[config.mk]
export PLATFORM = sky130hd
export DESIGN_NAME = pmc_main_counter
export DESIGN_NICKNAME = d
export VERILOG_FILES = /design/src/design/pmc_pkg.sv /design/src/design/pmc_main_counter.sv
export SDC_FILE = /design/constraint.sdc
export NUM_CORES = 1
export LEC_CHECK = 0
export BUFFER_PORTS_ARGS = -buffer_cell sky130_fd_sc_hd__buf_2
export CAP_MARGIN = 15
export CORE_MARGIN = 1.5
export CORE_UTILIZATION = 52
export CTS_CLUSTER_SIZE = 28
export DETAILED_ROUTE_END_ITERATION = 10
export PLACE_DENSITY_LB_ADDON = 0.25
export SLEW_MARGIN = 20
export SYNTH_ARGS = -nofsm -noshare
export SYNTH_HDL_FRONTEND = slang
export SYNTH_SLANG_ARGS = --single-unit
[constraint.sdc]
create_clock -name pclk -period 3.05 [get_ports pclk]
set_clock_uncertainty 0.1 [all_clocks]
set_input_delay 0 -clock pclk [delete_from_list [all_inputs] [get_ports pclk]]
set_output_delay 0 -clock pclk [all_outputs]
set_load 0.05 [all_outputs]
[src/design/pmc_pkg.sv]
// Purpose: constants shared by the pwm main counter block
// Assumes: 32-bit apb, each register one aligned word at four times its index
// Notes: register fields sit in the low 16 bits, upper bits read as zero
package pmc_pkg;
   // ****************************************************************
   // register indices, byte address is four times the index
   // ****************************************************************
   localparam logic [7:0] idx_port_input_select_high = 8'h06;
   localparam logic [7:0] idx_main_counter = 8'h10;
   localparam logic [7:0] idx_period_register = 8'h12;
   localparam logic [7:0] idx_timer_control_four = 8'h26;
   localparam logic [7:0] idx_timer_control_zero = 8'h2c;
   localparam logic [7:0] idx_timer_control_two = 8'h2e;
   localparam logic [7:0] idx_irq_status = 8'h60;
   localparam logic [7:0] idx_irq_mask = 8'h62;
   localparam int addr_width = 12;

   // ****************************************************************
   // field positions
   // ****************************************************************
   // timer_control_zero
   localparam int f_clk_sel_lo = 0;
   localparam int f_extra_pre = 3;
   localparam int f_dir = 4;
   localparam int f_run = 5;
   localparam int f_ste = 6;
   localparam int f_center = 7;
   // timer_control_two
   localparam int f_single_shot = 0;
   localparam int f_start_sel_lo = 8;
   // timer_control_four, write only
   localparam int f_run_clear = 0;
   localparam int f_run_set = 1;
   localparam int f_counter_reset = 2;
   localparam int f_count_trigger = 5;
   localparam int f_shadow_set = 6;
   localparam int f_shadow_clear = 7;
   // port_input_select_high
   localparam int f_in_sel_lo = 0;
   // interrupt status and mask bits
   localparam int ev_period = 0;
   localparam int ev_one = 1;
   localparam int ev_shadow = 2;
   localparam int ev_single_shot = 3;
   localparam int ev_count = 4;

   // ****************************************************************
   // encodings, reset values, timing
   // ****************************************************************
   localparam logic [1:0] in_prescaled = 2'h0;
   localparam logic [1:0] in_software = 2'h1;
   localparam logic [1:0] in_rising = 2'h2;
   localparam logic [1:0] in_falling = 2'h3;
   localparam logic [3:0] extra_prescale_shift = 4'h8;
   localparam logic [15:0] reset_value = 16'h0000;
   localparam int clock_period_ns = 50;

   typedef struct packed {
      logic [15:0] counter;
      logic [15:0] period_active;
      logic [15:0] period_shadow;
      logic [14:0] presc;
      logic dir;
      logic run;
      logic ste;
      logic center;
      logic single_shot;
      logic extra_pre;
      logic [2:0] clk_sel;
      logic [1:0] start_sel;
      logic [1:0] in_sel;
      logic sync1;
      logic sync2;
      logic sync3;
      logic [ev_count-1:0] irq_status;
      logic [ev_count-1:0] irq_mask;
      logic [31:0] prdata;
   } pmc_state_type;
endpackage

[src/design/pmc_main_counter.sv]
// Purpose: sixteen-bit up/down time base of a pwm unit with apb registers
// Assumes: single clock pclk, inputs synchronous except external_timer_input
// Notes: no dead-time counters here, so counter writes apply whenever stopped
//
// The APB register port and the address map were left to the implementer.
`timescale 1ns/1ns

// How it works
// - divider two power select, optional extra 256
// - prescaler held cleared while not running
// - input select picks prescaler, software, edges
// - edge mode counts up, wraps after period
// - center mode turns down after period match
// - center mode turns up after downward one
// - direction flag steers increment or decrement in center mode
// - period match when counter equals period
// - one match drives decisions, zero match is only an output
// - period reads active, writes load shadow
// - shadow transfer only while enable set
// - shadow enable changed through set/clear bits
// - run set/cleared by software, edge, hardware
// - counter reset clears counter only
// - counter writes ignored while running
// - edge single shot stops at wrap
// - center single shot stops at zero
module pmc_main_counter (
   input wire logic pclk,
   input wire logic presetn,
   input wire logic psel,
   input wire logic penable,
   input wire logic pwrite,
   input wire logic [pmc_pkg::addr_width-1:0] paddr,
   input wire logic [31:0] pwdata,
   output logic [31:0] prdata,
   output logic pready,
   output logic pslverr,
   input wire logic external_timer_input,
   output logic irq,
   output logic [15:0] main_counter,
   output logic count_direction_flag,
   output logic run_flag,
   output logic period_match,
   output logic zero_match,
   output logic one_match,
   output logic shadow_transfer_signal
);
   pmc_pkg::pmc_state_type st;
   pmc_pkg::pmc_state_type next_st;

   logic [7:0] idx;
   logic mapped;
   logic setup;
   logic wr;
   logic [3:0] div_exp;
   logic [14:0] div_limit;
   logic tick;
   logic rise;
   logic fall;
   logic sw_trigger;
   logic step;
   logic pm;
   logic zm;
   logic om;
   logic ctr_reset_wr;
   logic ss_stop;
   logic [31:0] rdata;
   logic [pmc_pkg::ev_count-1:0] events;

   // ****************************************************************
   // apb decode
   // ****************************************************************
   // word aligned, inside the decoded window, at a known index
   assign idx = paddr[9:2];
   always_comb begin
      unique case (idx)
         pmc_pkg::idx_port_input_select_high,
         pmc_pkg::idx_main_counter,
         pmc_pkg::idx_period_register,
         pmc_pkg::idx_timer_control_four,
         pmc_pkg::idx_timer_control_zero,
         pmc_pkg::idx_timer_control_two,
         pmc_pkg::idx_irq_status,
         pmc_pkg::idx_irq_mask: mapped = (paddr[1:0] == 2'h0) && (paddr[11:10] == 2'h0);
         default: mapped = 1'b0;
      endcase
   end
   assign setup = psel && !penable;
   assign wr = psel && penable && pwrite && mapped;
   assign pready = 1'b1;
   assign pslverr = psel && penable && !mapped;

   // ****************************************************************
   // counter clock sources
   // ****************************************************************
   // divisor exponent and terminal count
   assign div_exp = {1'b0, st.clk_sel} + (st.extra_pre ? pmc_pkg::extra_prescale_shift : 4'h0);
   assign div_limit = 15'((16'h0001 << div_exp) - 16'h0001);
   assign tick = (st.presc == div_limit);
   // edges seen only on the second and third stage
   assign rise = st.sync2 && !st.sync3;
   assign fall = !st.sync2 && st.sync3;
   assign sw_trigger = wr && (idx == pmc_pkg::idx_timer_control_four)
      && pwdata[pmc_pkg::f_count_trigger];
   always_comb begin
      unique case (st.in_sel)
         pmc_pkg::in_prescaled: step = st.run && tick;
         pmc_pkg::in_software: step = st.run && sw_trigger;
         pmc_pkg::in_rising: step = st.run && rise;
         pmc_pkg::in_falling: step = st.run && fall;
      endcase
   end

   // ****************************************************************
   // match signals and shadow transfer
   // ****************************************************************
   // period comparator against the active period
   assign pm = (st.counter == st.period_active);
   assign zm = (st.counter == 16'h0000);
   assign om = (st.counter == 16'h0001);
   assign ctr_reset_wr = wr && (idx == pmc_pkg::idx_timer_control_four)
      && pwdata[pmc_pkg::f_counter_reset];
   // edge mode single shot ends at the wrap step
   // center mode ends on the step from one down to zero
   assign ss_stop = step && st.single_shot
      && (st.center ? (om && st.dir) : pm);
   // gated by enable, turning points while running, at once when stopped
   always_comb begin
      if (!st.ste) begin
         shadow_transfer_signal = 1'b0;
      end else if (!st.run) begin
         shadow_transfer_signal = 1'b1;
      end else if (st.center) begin
         shadow_transfer_signal = step && ((pm && !st.dir) || (om && st.dir));
      end else begin
         shadow_transfer_signal = step && pm;
      end
   end

   // interrupt events
   always_comb begin
      events = '0;
      events[pmc_pkg::ev_period] = step && pm;
      events[pmc_pkg::ev_one] = step && om;
      events[pmc_pkg::ev_shadow] = shadow_transfer_signal;
      events[pmc_pkg::ev_single_shot] = ss_stop;
   end

   // ****************************************************************
   // read mux
   // ****************************************************************
   always_comb begin
      rdata = 32'h00000000;
      unique case (idx)
         pmc_pkg::idx_port_input_select_high: begin
            rdata[pmc_pkg::f_in_sel_lo +: 2] = st.in_sel;
         end
         pmc_pkg::idx_main_counter: begin
            rdata[15:0] = st.counter;
         end
         pmc_pkg::idx_period_register: begin
            rdata[15:0] = st.period_active;
         end
         pmc_pkg::idx_timer_control_zero: begin
            rdata[pmc_pkg::f_clk_sel_lo +: 3] = st.clk_sel;
            rdata[pmc_pkg::f_extra_pre] = st.extra_pre;
            rdata[pmc_pkg::f_dir] = st.dir;
            rdata[pmc_pkg::f_run] = st.run;
            rdata[pmc_pkg::f_ste] = st.ste;
            rdata[pmc_pkg::f_center] = st.center;
         end
         pmc_pkg::idx_timer_control_two: begin
            rdata[pmc_pkg::f_single_shot] = st.single_shot;
            rdata[pmc_pkg::f_start_sel_lo +: 2] = st.start_sel;
         end
         pmc_pkg::idx_irq_status: begin
            rdata[pmc_pkg::ev_count-1:0] = st.irq_status;
         end
         pmc_pkg::idx_irq_mask: begin
            rdata[pmc_pkg::ev_count-1:0] = st.irq_mask;
         end
         default: rdata = 32'h00000000;
      endcase
      if (!mapped) begin
         rdata = 32'h00000000;
      end
   end

   // ****************************************************************
   // next state
   // ****************************************************************
   always_comb begin
      next_st = st;
      next_st.sync1 = external_timer_input;
      next_st.sync2 = st.sync1;
      next_st.sync3 = st.sync2;
      // read data is captured in the setup cycle
      if (setup && !pwrite) begin
         next_st.prdata = rdata;
      end
      if (!st.run || tick) begin
         next_st.presc = 15'h0000;
      end else begin
         next_st.presc = 15'(st.presc + 15'h0001);
      end
      // configuration writes
      if (wr) begin
         unique case (idx)
            pmc_pkg::idx_port_input_select_high: begin
               next_st.in_sel = pwdata[pmc_pkg::f_in_sel_lo +: 2];
            end
            // writes go to the shadow only
            pmc_pkg::idx_period_register: begin
               next_st.period_shadow = pwdata[15:0];
            end
            pmc_pkg::idx_timer_control_zero: begin
               next_st.clk_sel = pwdata[pmc_pkg::f_clk_sel_lo +: 3];
               next_st.extra_pre = pwdata[pmc_pkg::f_extra_pre];
               next_st.center = pwdata[pmc_pkg::f_center];
            end
            pmc_pkg::idx_timer_control_two: begin
               next_st.single_shot = pwdata[pmc_pkg::f_single_shot];
               next_st.start_sel = pwdata[pmc_pkg::f_start_sel_lo +: 2];
            end
            pmc_pkg::idx_irq_mask: begin
               next_st.irq_mask = pwdata[pmc_pkg::ev_count-1:0];
            end
            default: begin
               next_st.in_sel = st.in_sel;
            end
         endcase
      end
      if (wr && (idx == pmc_pkg::idx_main_counter) && !st.run) begin
         next_st.counter = pwdata[15:0];
      end
      // count by the current direction flag in center mode, up in edge mode
      if (step) begin
         if (!st.center) begin
            // edge mode up only, wrap after period
            next_st.dir = 1'b0;
            next_st.counter = pm ? 16'h0000 : 16'(st.counter + 16'h0001);
         end else begin
            next_st.counter = st.dir ? 16'(st.counter - 16'h0001)
               : 16'(st.counter + 16'h0001);
            if (!st.dir && pm) begin
               next_st.dir = 1'b1;
            end
            // turn up after downward one match
            if (st.dir && om) begin
               next_st.dir = 1'b0;
            end
         end
      end
      // counter reset leaves run and direction alone
      if (ctr_reset_wr) begin
         next_st.counter = 16'h0000;
      end
      // shadow period moves on transfer, enable is spent
      if (shadow_transfer_signal) begin
         next_st.period_active = st.period_shadow;
         next_st.ste = 1'b0;
      end
      // software changes enable only via set and clear bits, set wins
      if (wr && (idx == pmc_pkg::idx_timer_control_four)) begin
         if (pwdata[pmc_pkg::f_shadow_clear]) begin
            next_st.ste = 1'b0;
         end
         if (pwdata[pmc_pkg::f_shadow_set]) begin
            next_st.ste = 1'b1;
         end
      end
      // clears first, then sets so a set wins
      if (ss_stop) begin
         next_st.run = 1'b0;
      end
      if (wr && (idx == pmc_pkg::idx_timer_control_four)) begin
         if (pwdata[pmc_pkg::f_run_clear]) begin
            next_st.run = 1'b0;
         end
         if (pwdata[pmc_pkg::f_run_set]) begin
            next_st.run = 1'b1;
         end
      end
      if ((st.start_sel[0] && rise) || (st.start_sel[1] && fall)) begin
         next_st.run = 1'b1;
      end
      // sticky status, write one clears, new event wins
      if (wr && (idx == pmc_pkg::idx_irq_status)) begin
         next_st.irq_status = st.irq_status & ~pwdata[pmc_pkg::ev_count-1:0];
      end
      next_st.irq_status = next_st.irq_status | events;
   end

   // ****************************************************************
   // state register
   // ****************************************************************
   always_ff @(posedge pclk or negedge presetn) begin
      if (!presetn) begin
         st <= '0;
      end else begin
         st <= next_st;
      end
   end

   // outputs
   assign prdata = st.prdata;
   assign irq = |(st.irq_status & st.irq_mask);
   assign main_counter = st.counter;
   assign count_direction_flag = st.dir;
   assign run_flag = st.run;
   assign period_match = pm;
   assign zero_match = zm;
   assign one_match = om;
endmodule

* Word level (Yosys, flattened, before mapping)
Index checks and enable logic that the tools add are counted.
** Storage, ports and cells
- Output and inout bits :: 57
- Logic and storage cells :: 129
- Flip-flop bits (word level) :: 119
- Bits of input ports :: 50
** Cells by class
- Reduce and logical (&&, ||, !) cells :: 51
- Muxes and demuxes :: 34
- Eq/ne operators :: 15
- Bitwise operators :: 4
- Add/subtract/negate cells :: 5
- Shift-type cells :: 1
** Operators by type and width (number)
- two-way mux 16 bit :: 7
- logical AND 1 bit :: 28
- equality test 8 x 6 -> 1 bit (second input constant) :: 3
- two-way mux 1 bit :: 17
- adder 16 x 1 -> 16 bit (second input constant) :: 1
- equality test 16 x 1 -> 1 bit (second input constant) :: 1
- equality test 16 bit :: 1
- equality test 8 x 5 -> 1 bit (second input constant) :: 2
- equality test 8 x 7 -> 1 bit (second input constant) :: 2
- zero test 16 bit :: 1
- subtractor 16 x 1 -> 16 bit (second input constant) :: 1
- adder 15 x 1 -> 15 bit (second input constant) :: 1
- equality test 15 bit :: 1
- two-way mux 15 bit :: 1
- << shifter 1 x 4 -> 15 bit (first input constant) :: 1
- subtractor 15 x 1 -> 15 bit (second input constant) :: 1
- case mux 4 bit (3 select lines) :: 1
- case mux 6 bit (2 select lines) :: 1
- AND reduction 2 bit :: 6
- case mux 2 bit (5 select lines) :: 1
- AND 4 bit :: 2
- equality test 8 x 3 -> 1 bit (second input constant) :: 1
- two-way mux 4 bit :: 2
- OR reduction 8 bit :: 1
- 15 further kinds :: 26

* Logic depth before layout (Yosys ltp)
- Depth after elaboration :: 16
- Mapped depth :: 14
- Mapped depth without buffers :: 10

* Least setup slack after synthesis
No wires, ideal clock.
- Path kind :: register -> register
- Start :: reg st[50] (netlist name)
- End :: reg st[100] (netlist name)
- Buffers on the path :: 4
- Slack :: -0.099 ns
- Period minus slack after synthesis :: 3.149 ns
- Setup time :: 0.128 ns
- Data required time :: 2.822 ns
- Cell stages (with the launch flop) :: 15
- Arrival time :: 2.922 ns
- Path through :: dfrtp_1 > buf_6 > buf_4 > nor3_1 > nand2_1 > ha_1 > or3_1 > a21oi_1 > o21ai_0 > a22oi_1 > and3_1 > a41o_1 > buf_4 > buf_8 > mux2_1
** Between the ends
- Cells in the longest elaborated chain, start to end :: 11
- Elaborated cells on any way between the ends :: 12
- Those cells by class :: 2 x add/sub; 1 x eq/ne; 1 x shift; 5 x mux; 3 x reduce/logical
** RTL lines
- start: declaration :: RTL line pmc_main_counter.sv:47 : pmc_pkg::pmc_state_type st;
- start signal: assignment :: RTL line pmc_main_counter.sv:300 : st <= next_st;
- two-way mux 4 bit * :: RTL line pmc_main_counter.sv:96 : assign div_exp = {1'b0, st.clk_sel} + (st.extra_pre ? pmc_pkg::extra_prescale_shift : 4'h0);
- adder 3 x 4 -> 4 bit * :: RTL line pmc_main_counter.sv:96
- << shifter 1 x 4 -> 15 bit * :: RTL line pmc_main_counter.sv:97 : assign div_limit = 15'((16'h0001 << div_exp) - 16'h0001);
- subtractor 15 x 1 -> 15 bit * :: RTL line pmc_main_counter.sv:97
- equality test 15 bit * :: RTL line pmc_main_counter.sv:98 : assign tick = (st.presc == div_limit);
- logical AND 1 bit * :: RTL line pmc_main_counter.sv:106 : pmc_pkg::in_prescaled: step = st.run && tick;
- case mux 1 bit (4 select lines) * :: RTL line pmc_main_counter.sv:105 : unique case (st.in_sel)
- logical AND 1 bit, on equally long branches :: RTL line pmc_main_counter.sv:135, pmc_main_counter.sv:133
- two-way mux 1 bit * :: RTL line pmc_main_counter.sv:132 : end else if (st.center) begin
- two-way mux 1 bit * :: RTL line pmc_main_counter.sv:130 : end else if (!st.run) begin
- two-way mux 1 bit * :: RTL line pmc_main_counter.sv:128 : if (!st.ste) begin
- net shadow_transfer_signal :: RTL line pmc_main_counter.sv:45 : output logic shadow_transfer_signal
Mark *: on every way through the listed nets, which the timed path passes. The rest lies on a longest branch.
A chain may end at the register's enable or synchronous reset.

* Worst setup path after layout
- Start :: reg st[50] (netlist name)
- End :: out shadow_transfer_signal
** Between the ends
- Cells in the longest elaborated chain, start to end :: 11
- Elaborated cells on any way between the ends :: 12
- Those cells by class :: 2 x add/sub; 1 x eq/ne; 1 x shift; 5 x mux; 3 x reduce/logical
** RTL lines (RTL line)
- two-way mux 4 bit * :: pmc_main_counter.sv:96
- adder 3 x 4 -> 4 bit * :: pmc_main_counter.sv:96
- << shifter 1 x 4 -> 15 bit * :: pmc_main_counter.sv:97
- subtractor 15 x 1 -> 15 bit * :: pmc_main_counter.sv:97
- equality test 15 bit * :: pmc_main_counter.sv:98
- logical AND 1 bit * :: pmc_main_counter.sv:106
- case mux 1 bit (4 select lines) * :: pmc_main_counter.sv:105
- logical AND 1 bit, on equally long branches :: pmc_main_counter.sv:135, pmc_main_counter.sv:133
- two-way mux 1 bit * :: pmc_main_counter.sv:132
- two-way mux 1 bit * :: pmc_main_counter.sv:130
- two-way mux 1 bit * :: pmc_main_counter.sv:128
- end: declaration :: pmc_main_counter.sv:45
Every way passes the cells marked *; elsewhere a longest branch is shown, timed or not.

==> results.md <==
- Status: finished, final reports clean
- Clock sinks: 103
- Rel. slew slack: 40.6%
- Worst Setup End Kind: output port
- Yosys warns: 0
- Post-Synthesis Cells: 680
- Die area: 13,200 um2
- Total Wirelength: 18.7 mm
- Clk buf depth: 2
- Peak supply drop: 0.226 mV
- Port Buf Inserts: 73
- Via density: 6.10
- ANT cells: 0
- Count of final setup violators: 0
- Initial Utilization: 53.9%
- CTS tree: built
- Critical-path cell list: nor3_4 -> nand2_1 -> ha_2 -> or3_4 -> a21oi_4 -> o21ai_1 -> a22oi_2 -> and3_4 -> a41o_4 -> buf_12 -> buf_12
- CTS Root Cell: clkbuf_16
- Max FO, Critical Path: 7
- Antenna Nets Post-Route: 0
- Final Cycle Share: a little over nine tenths
- Die width: 115 um
- CTS Buf Count: 9
- Post-route DRC: 0
- H-tree depth: 3
- Setup CP Type: flip-flop to output port
- Most used cell along the critical path: buf_12
- Buf+Inv Stages, Crit Path: 2
- Least-Margin Pin Slew: roughly 0.88 ns
- R2r startpoint: st[50]
- Slowest cell on crit path: dfrtp_2
- Fmax: 335 MHz
- CP required: a little under 3 ns
- Setup TNS: 0 ns
- Slew Limit Fails: 0
- Reg clk slew, reported paths: 0.08 ns
- Reg2reg setup slack: 0.08 ns
- Initial antenna violation count: 0
- Cell Area, Synth: roughly 6500 um2
- Pleak: 0.00363 uW
- Worst Path Arrival: ~2.9 ns
- Worst Hold Path Cells: 3
- CP max stage delay: 0.47 ns
- Worst Hold Launch: paddr[7]
- Min Hold Slack: 0.0749 ns
- Routed WL per cell: 19.9 um
- Top Ports: 107
- Vias post-DR: roughly 5,700
- Max-Cap Viols: 0
- Clk_lat worst skew: 0.34 ns
- Hold Path End: st[53]
- Core footprint: 12,100 um2
- PnR Total Power: 2760 uW
- Final hold vios: 0
- Async S/R FF share, synth: 100%
- Layout net count: 819
- Share of post-route cells with drive strength above 1: 28.5%
- Area of placed instances: around 7000 um2
- Post-route minimum period: 2.98 ns
- Final instance area: 7670 um2
- Reg-to-Reg End: count_direction_flag
- RSZ-0062 raised after global routing: yes
- Post-synthesis cell type count: 80
- Vias in the first global route: between 5,000 and 6,000
- Syn avg cell area: a little under 10 um2
- First-pass GRT wire length: about 29 mm
- Total GRT Usage: around 28%
- Largest net degree at the start of global routing: 62
- Flops & latches, synth: 103
- Power Density: around 360 nW/um2
- Main synth FF type: dfrtp_1
- CP startpoint kind: flip-flop
- Kind of cell adding the most delay to the critical path: simple AND/OR/NAND/NOR gates
- Global route overflow: 0
- FF-to-FF path depth: 12
- Area grow syn2layout: 17.5%
- Dpl hpwl: 13.1 mm
- Gpl congestion: 0.965
- Initial drt markers: 800
- FP Rows: 40
- Pre-antenna DRT Iters: 6
- Part of the Yosys area used for sequential elements: roughly two fifths
- Number of synthesized flops with an enable pin: 0
- Worst hold path class: input pin to flip-flop
- Die height: 115 um
[stage by stage]
step                      cells  util, %  setup slack [ns]
final                       936     63.3            0.0675
after global routing        936     63.3           -0.0218
after CTS                   929     62.0           -0.0257
after detailed placement    893     57.7           -0.0294
after global placement      893     57.7             0.102
after floorplan             695        -           0.00368
[worst max path at each step]
| stage | depth (start not counted) | slack (ns) | startpoint | end |
|---|---|---|---|---|
| global route | 11 | -0.02 | st[50] | shadow_transfer_signal |
| global placement | 11 | 0.10 | st[49] | st[102] |
| CTS | 11 | -0.03 | st[49] | shadow_transfer_signal |
| detailed placement | 11 | -0.03 | st[49] | st[96] |
| finish | 11 | 0.07 | st[50] | shadow_transfer_signal |
| floorplan | 14 | 0.004 | st[49] | st[100] |
[cell families (layout without fill, tap and decap cells)]
logic type | Yosys count | in the layout | synth area share [%]
mux | 45 | 45 | 7.74
xor+xnor | 35 | 35 | 4.69
compound gates | 137 | 137 | 16.5
buf+inv | 114 | 187 | 10.2
other cells | 2 | 17 | 0.115
simple gates | 238 | 238 | 20.1
fa+ha+maj | 6 | 6 | 1.15
flops | 103 | 103 | 39.5
[placed cells by master (no fill, tap or decap), types with 4 or more instances in the layout]
cell type	instances
nor4_1	7
ha_1	5
a22o_1	9
conb_1	17
a221o_1	8
dlygate4sd3_1	18
o31ai_1	9
o21a_1	5
nor3_1	13
a222oi_1	11
and4_1	4
mux2_2	33
nor2b_1	7
nand3_1	22
a32oi_1	8
a211oi_1	10
inv_1	21
a211o_1	6
xor2_1	20
xnor2_1	14
dfrtp_1	101
o21ai_0	10
mux2_1	11
clkbuf_16	10
buf_2	71
or2_2	8
nor4_2	5
and3_1	8
a21oi_1	13
buf_4	56
a22oi_1	12
nand4_1	9
nand2b_1	9
nor2_1	43
nand2_1	53
or3_1	13
[tightest hold or removal path: stages]
cell    delay [ns]
buf_2         0.20
and4_1        0.20
or3_1         0.09
[registers in the layout, summed over array words and instances, names as in the netlist]
signal	flops
next_st	2
st	67
prdata	16
main_counter	16
count_direction_flag	1
run_flag	1
[area by class of cell]
| class | count | area [um2] |
|---|---|---|
| clock buffers | 10 | 239 |
| clock inverters | 6 | 72.6 |
| fillers | 970 | 4440 |
| inverters | 21 | 78.8 |
| multi-input cells | 478 | 3440 |
| flip-flops and latches | 103 | 2580 |
| well taps | 168 | 210 |
| repair buffers | 150 | 1050 |
[layer usage]
layer / part of all wire [%] / wire length [um] / vias up / GRT usage [%]
li1: - / - / 2586 / -
met1: 45 / 8360 / 2792 / 43.5
met2: 44 / 8200 / 319 / 41.3
met3: 10 / 1950 / 16 / 4.22
met4: 0.83 / 155 / 0 / 6.34
met5: 0 / 0 / - / 0
[power breakdown]
group / internal [uW] / total, uW / switching (uW) / leakage, uW
clock network: 673 / 1220 / 549 / 0.000156
registers: 1370 / 1370 / 1.79 / 0.00141
logic: 43.6 / 167 / 124 / 0.00206
[cell usage after synthesis, types with 3 or more instances]
library cell    n  share of area [%]
dfrtp_1       103                 39
nand2_1        54                3.1
buf_4          51                5.9
nor2_1         44                2.5
mux2_2         33                5.7
nand3_1        22                1.7
inv_1          21                1.2
xor2_1         21                2.8
clkbuf_1       20                1.1
buf_2          19                1.5
a21oi_1        14                1.1
nor3_1         14                1.1
or3_1          14                1.3
xnor2_1        14                1.9
a22oi_1        13                1.5
a222oi_1       11                1.7
mux2_1         11                1.9
o21ai_0        11               0.84
a211oi_1       10                1.1
a22o_1          9                1.2
and3_1          9               0.86
nand2b_1        9               0.86
nand4_1         9               0.86
nor4_1          9               0.86
o31ai_1         9                1.0
a221o_1         8                1.2
a32oi_1         8                1.1
or2_2           8               0.77
nor2b_1         7               0.67
a211o_1         6               0.80
ha_1            6                1.1
o21a_1          5               0.57
and4_1          4               0.54
a31oi_1         3               0.29
and2_1          3               0.29
nand3b_1        3               0.34
nor3b_1         3               0.34
nor4_2          3               0.57
o221ai_1        3               0.40
[repair_timing]
action                                  4_1_cts  5_1_grt
gates resized for setup                       4       21
endpoints found under the hold margin       112        0
cloned                                        0        1
setup buffers                                 2        6
hold buffers                                 18        0
pin swaps                                     3        6
endpoints found under the setup margin       19       29
Note: power is estimated with default switching activity, not from simulation.
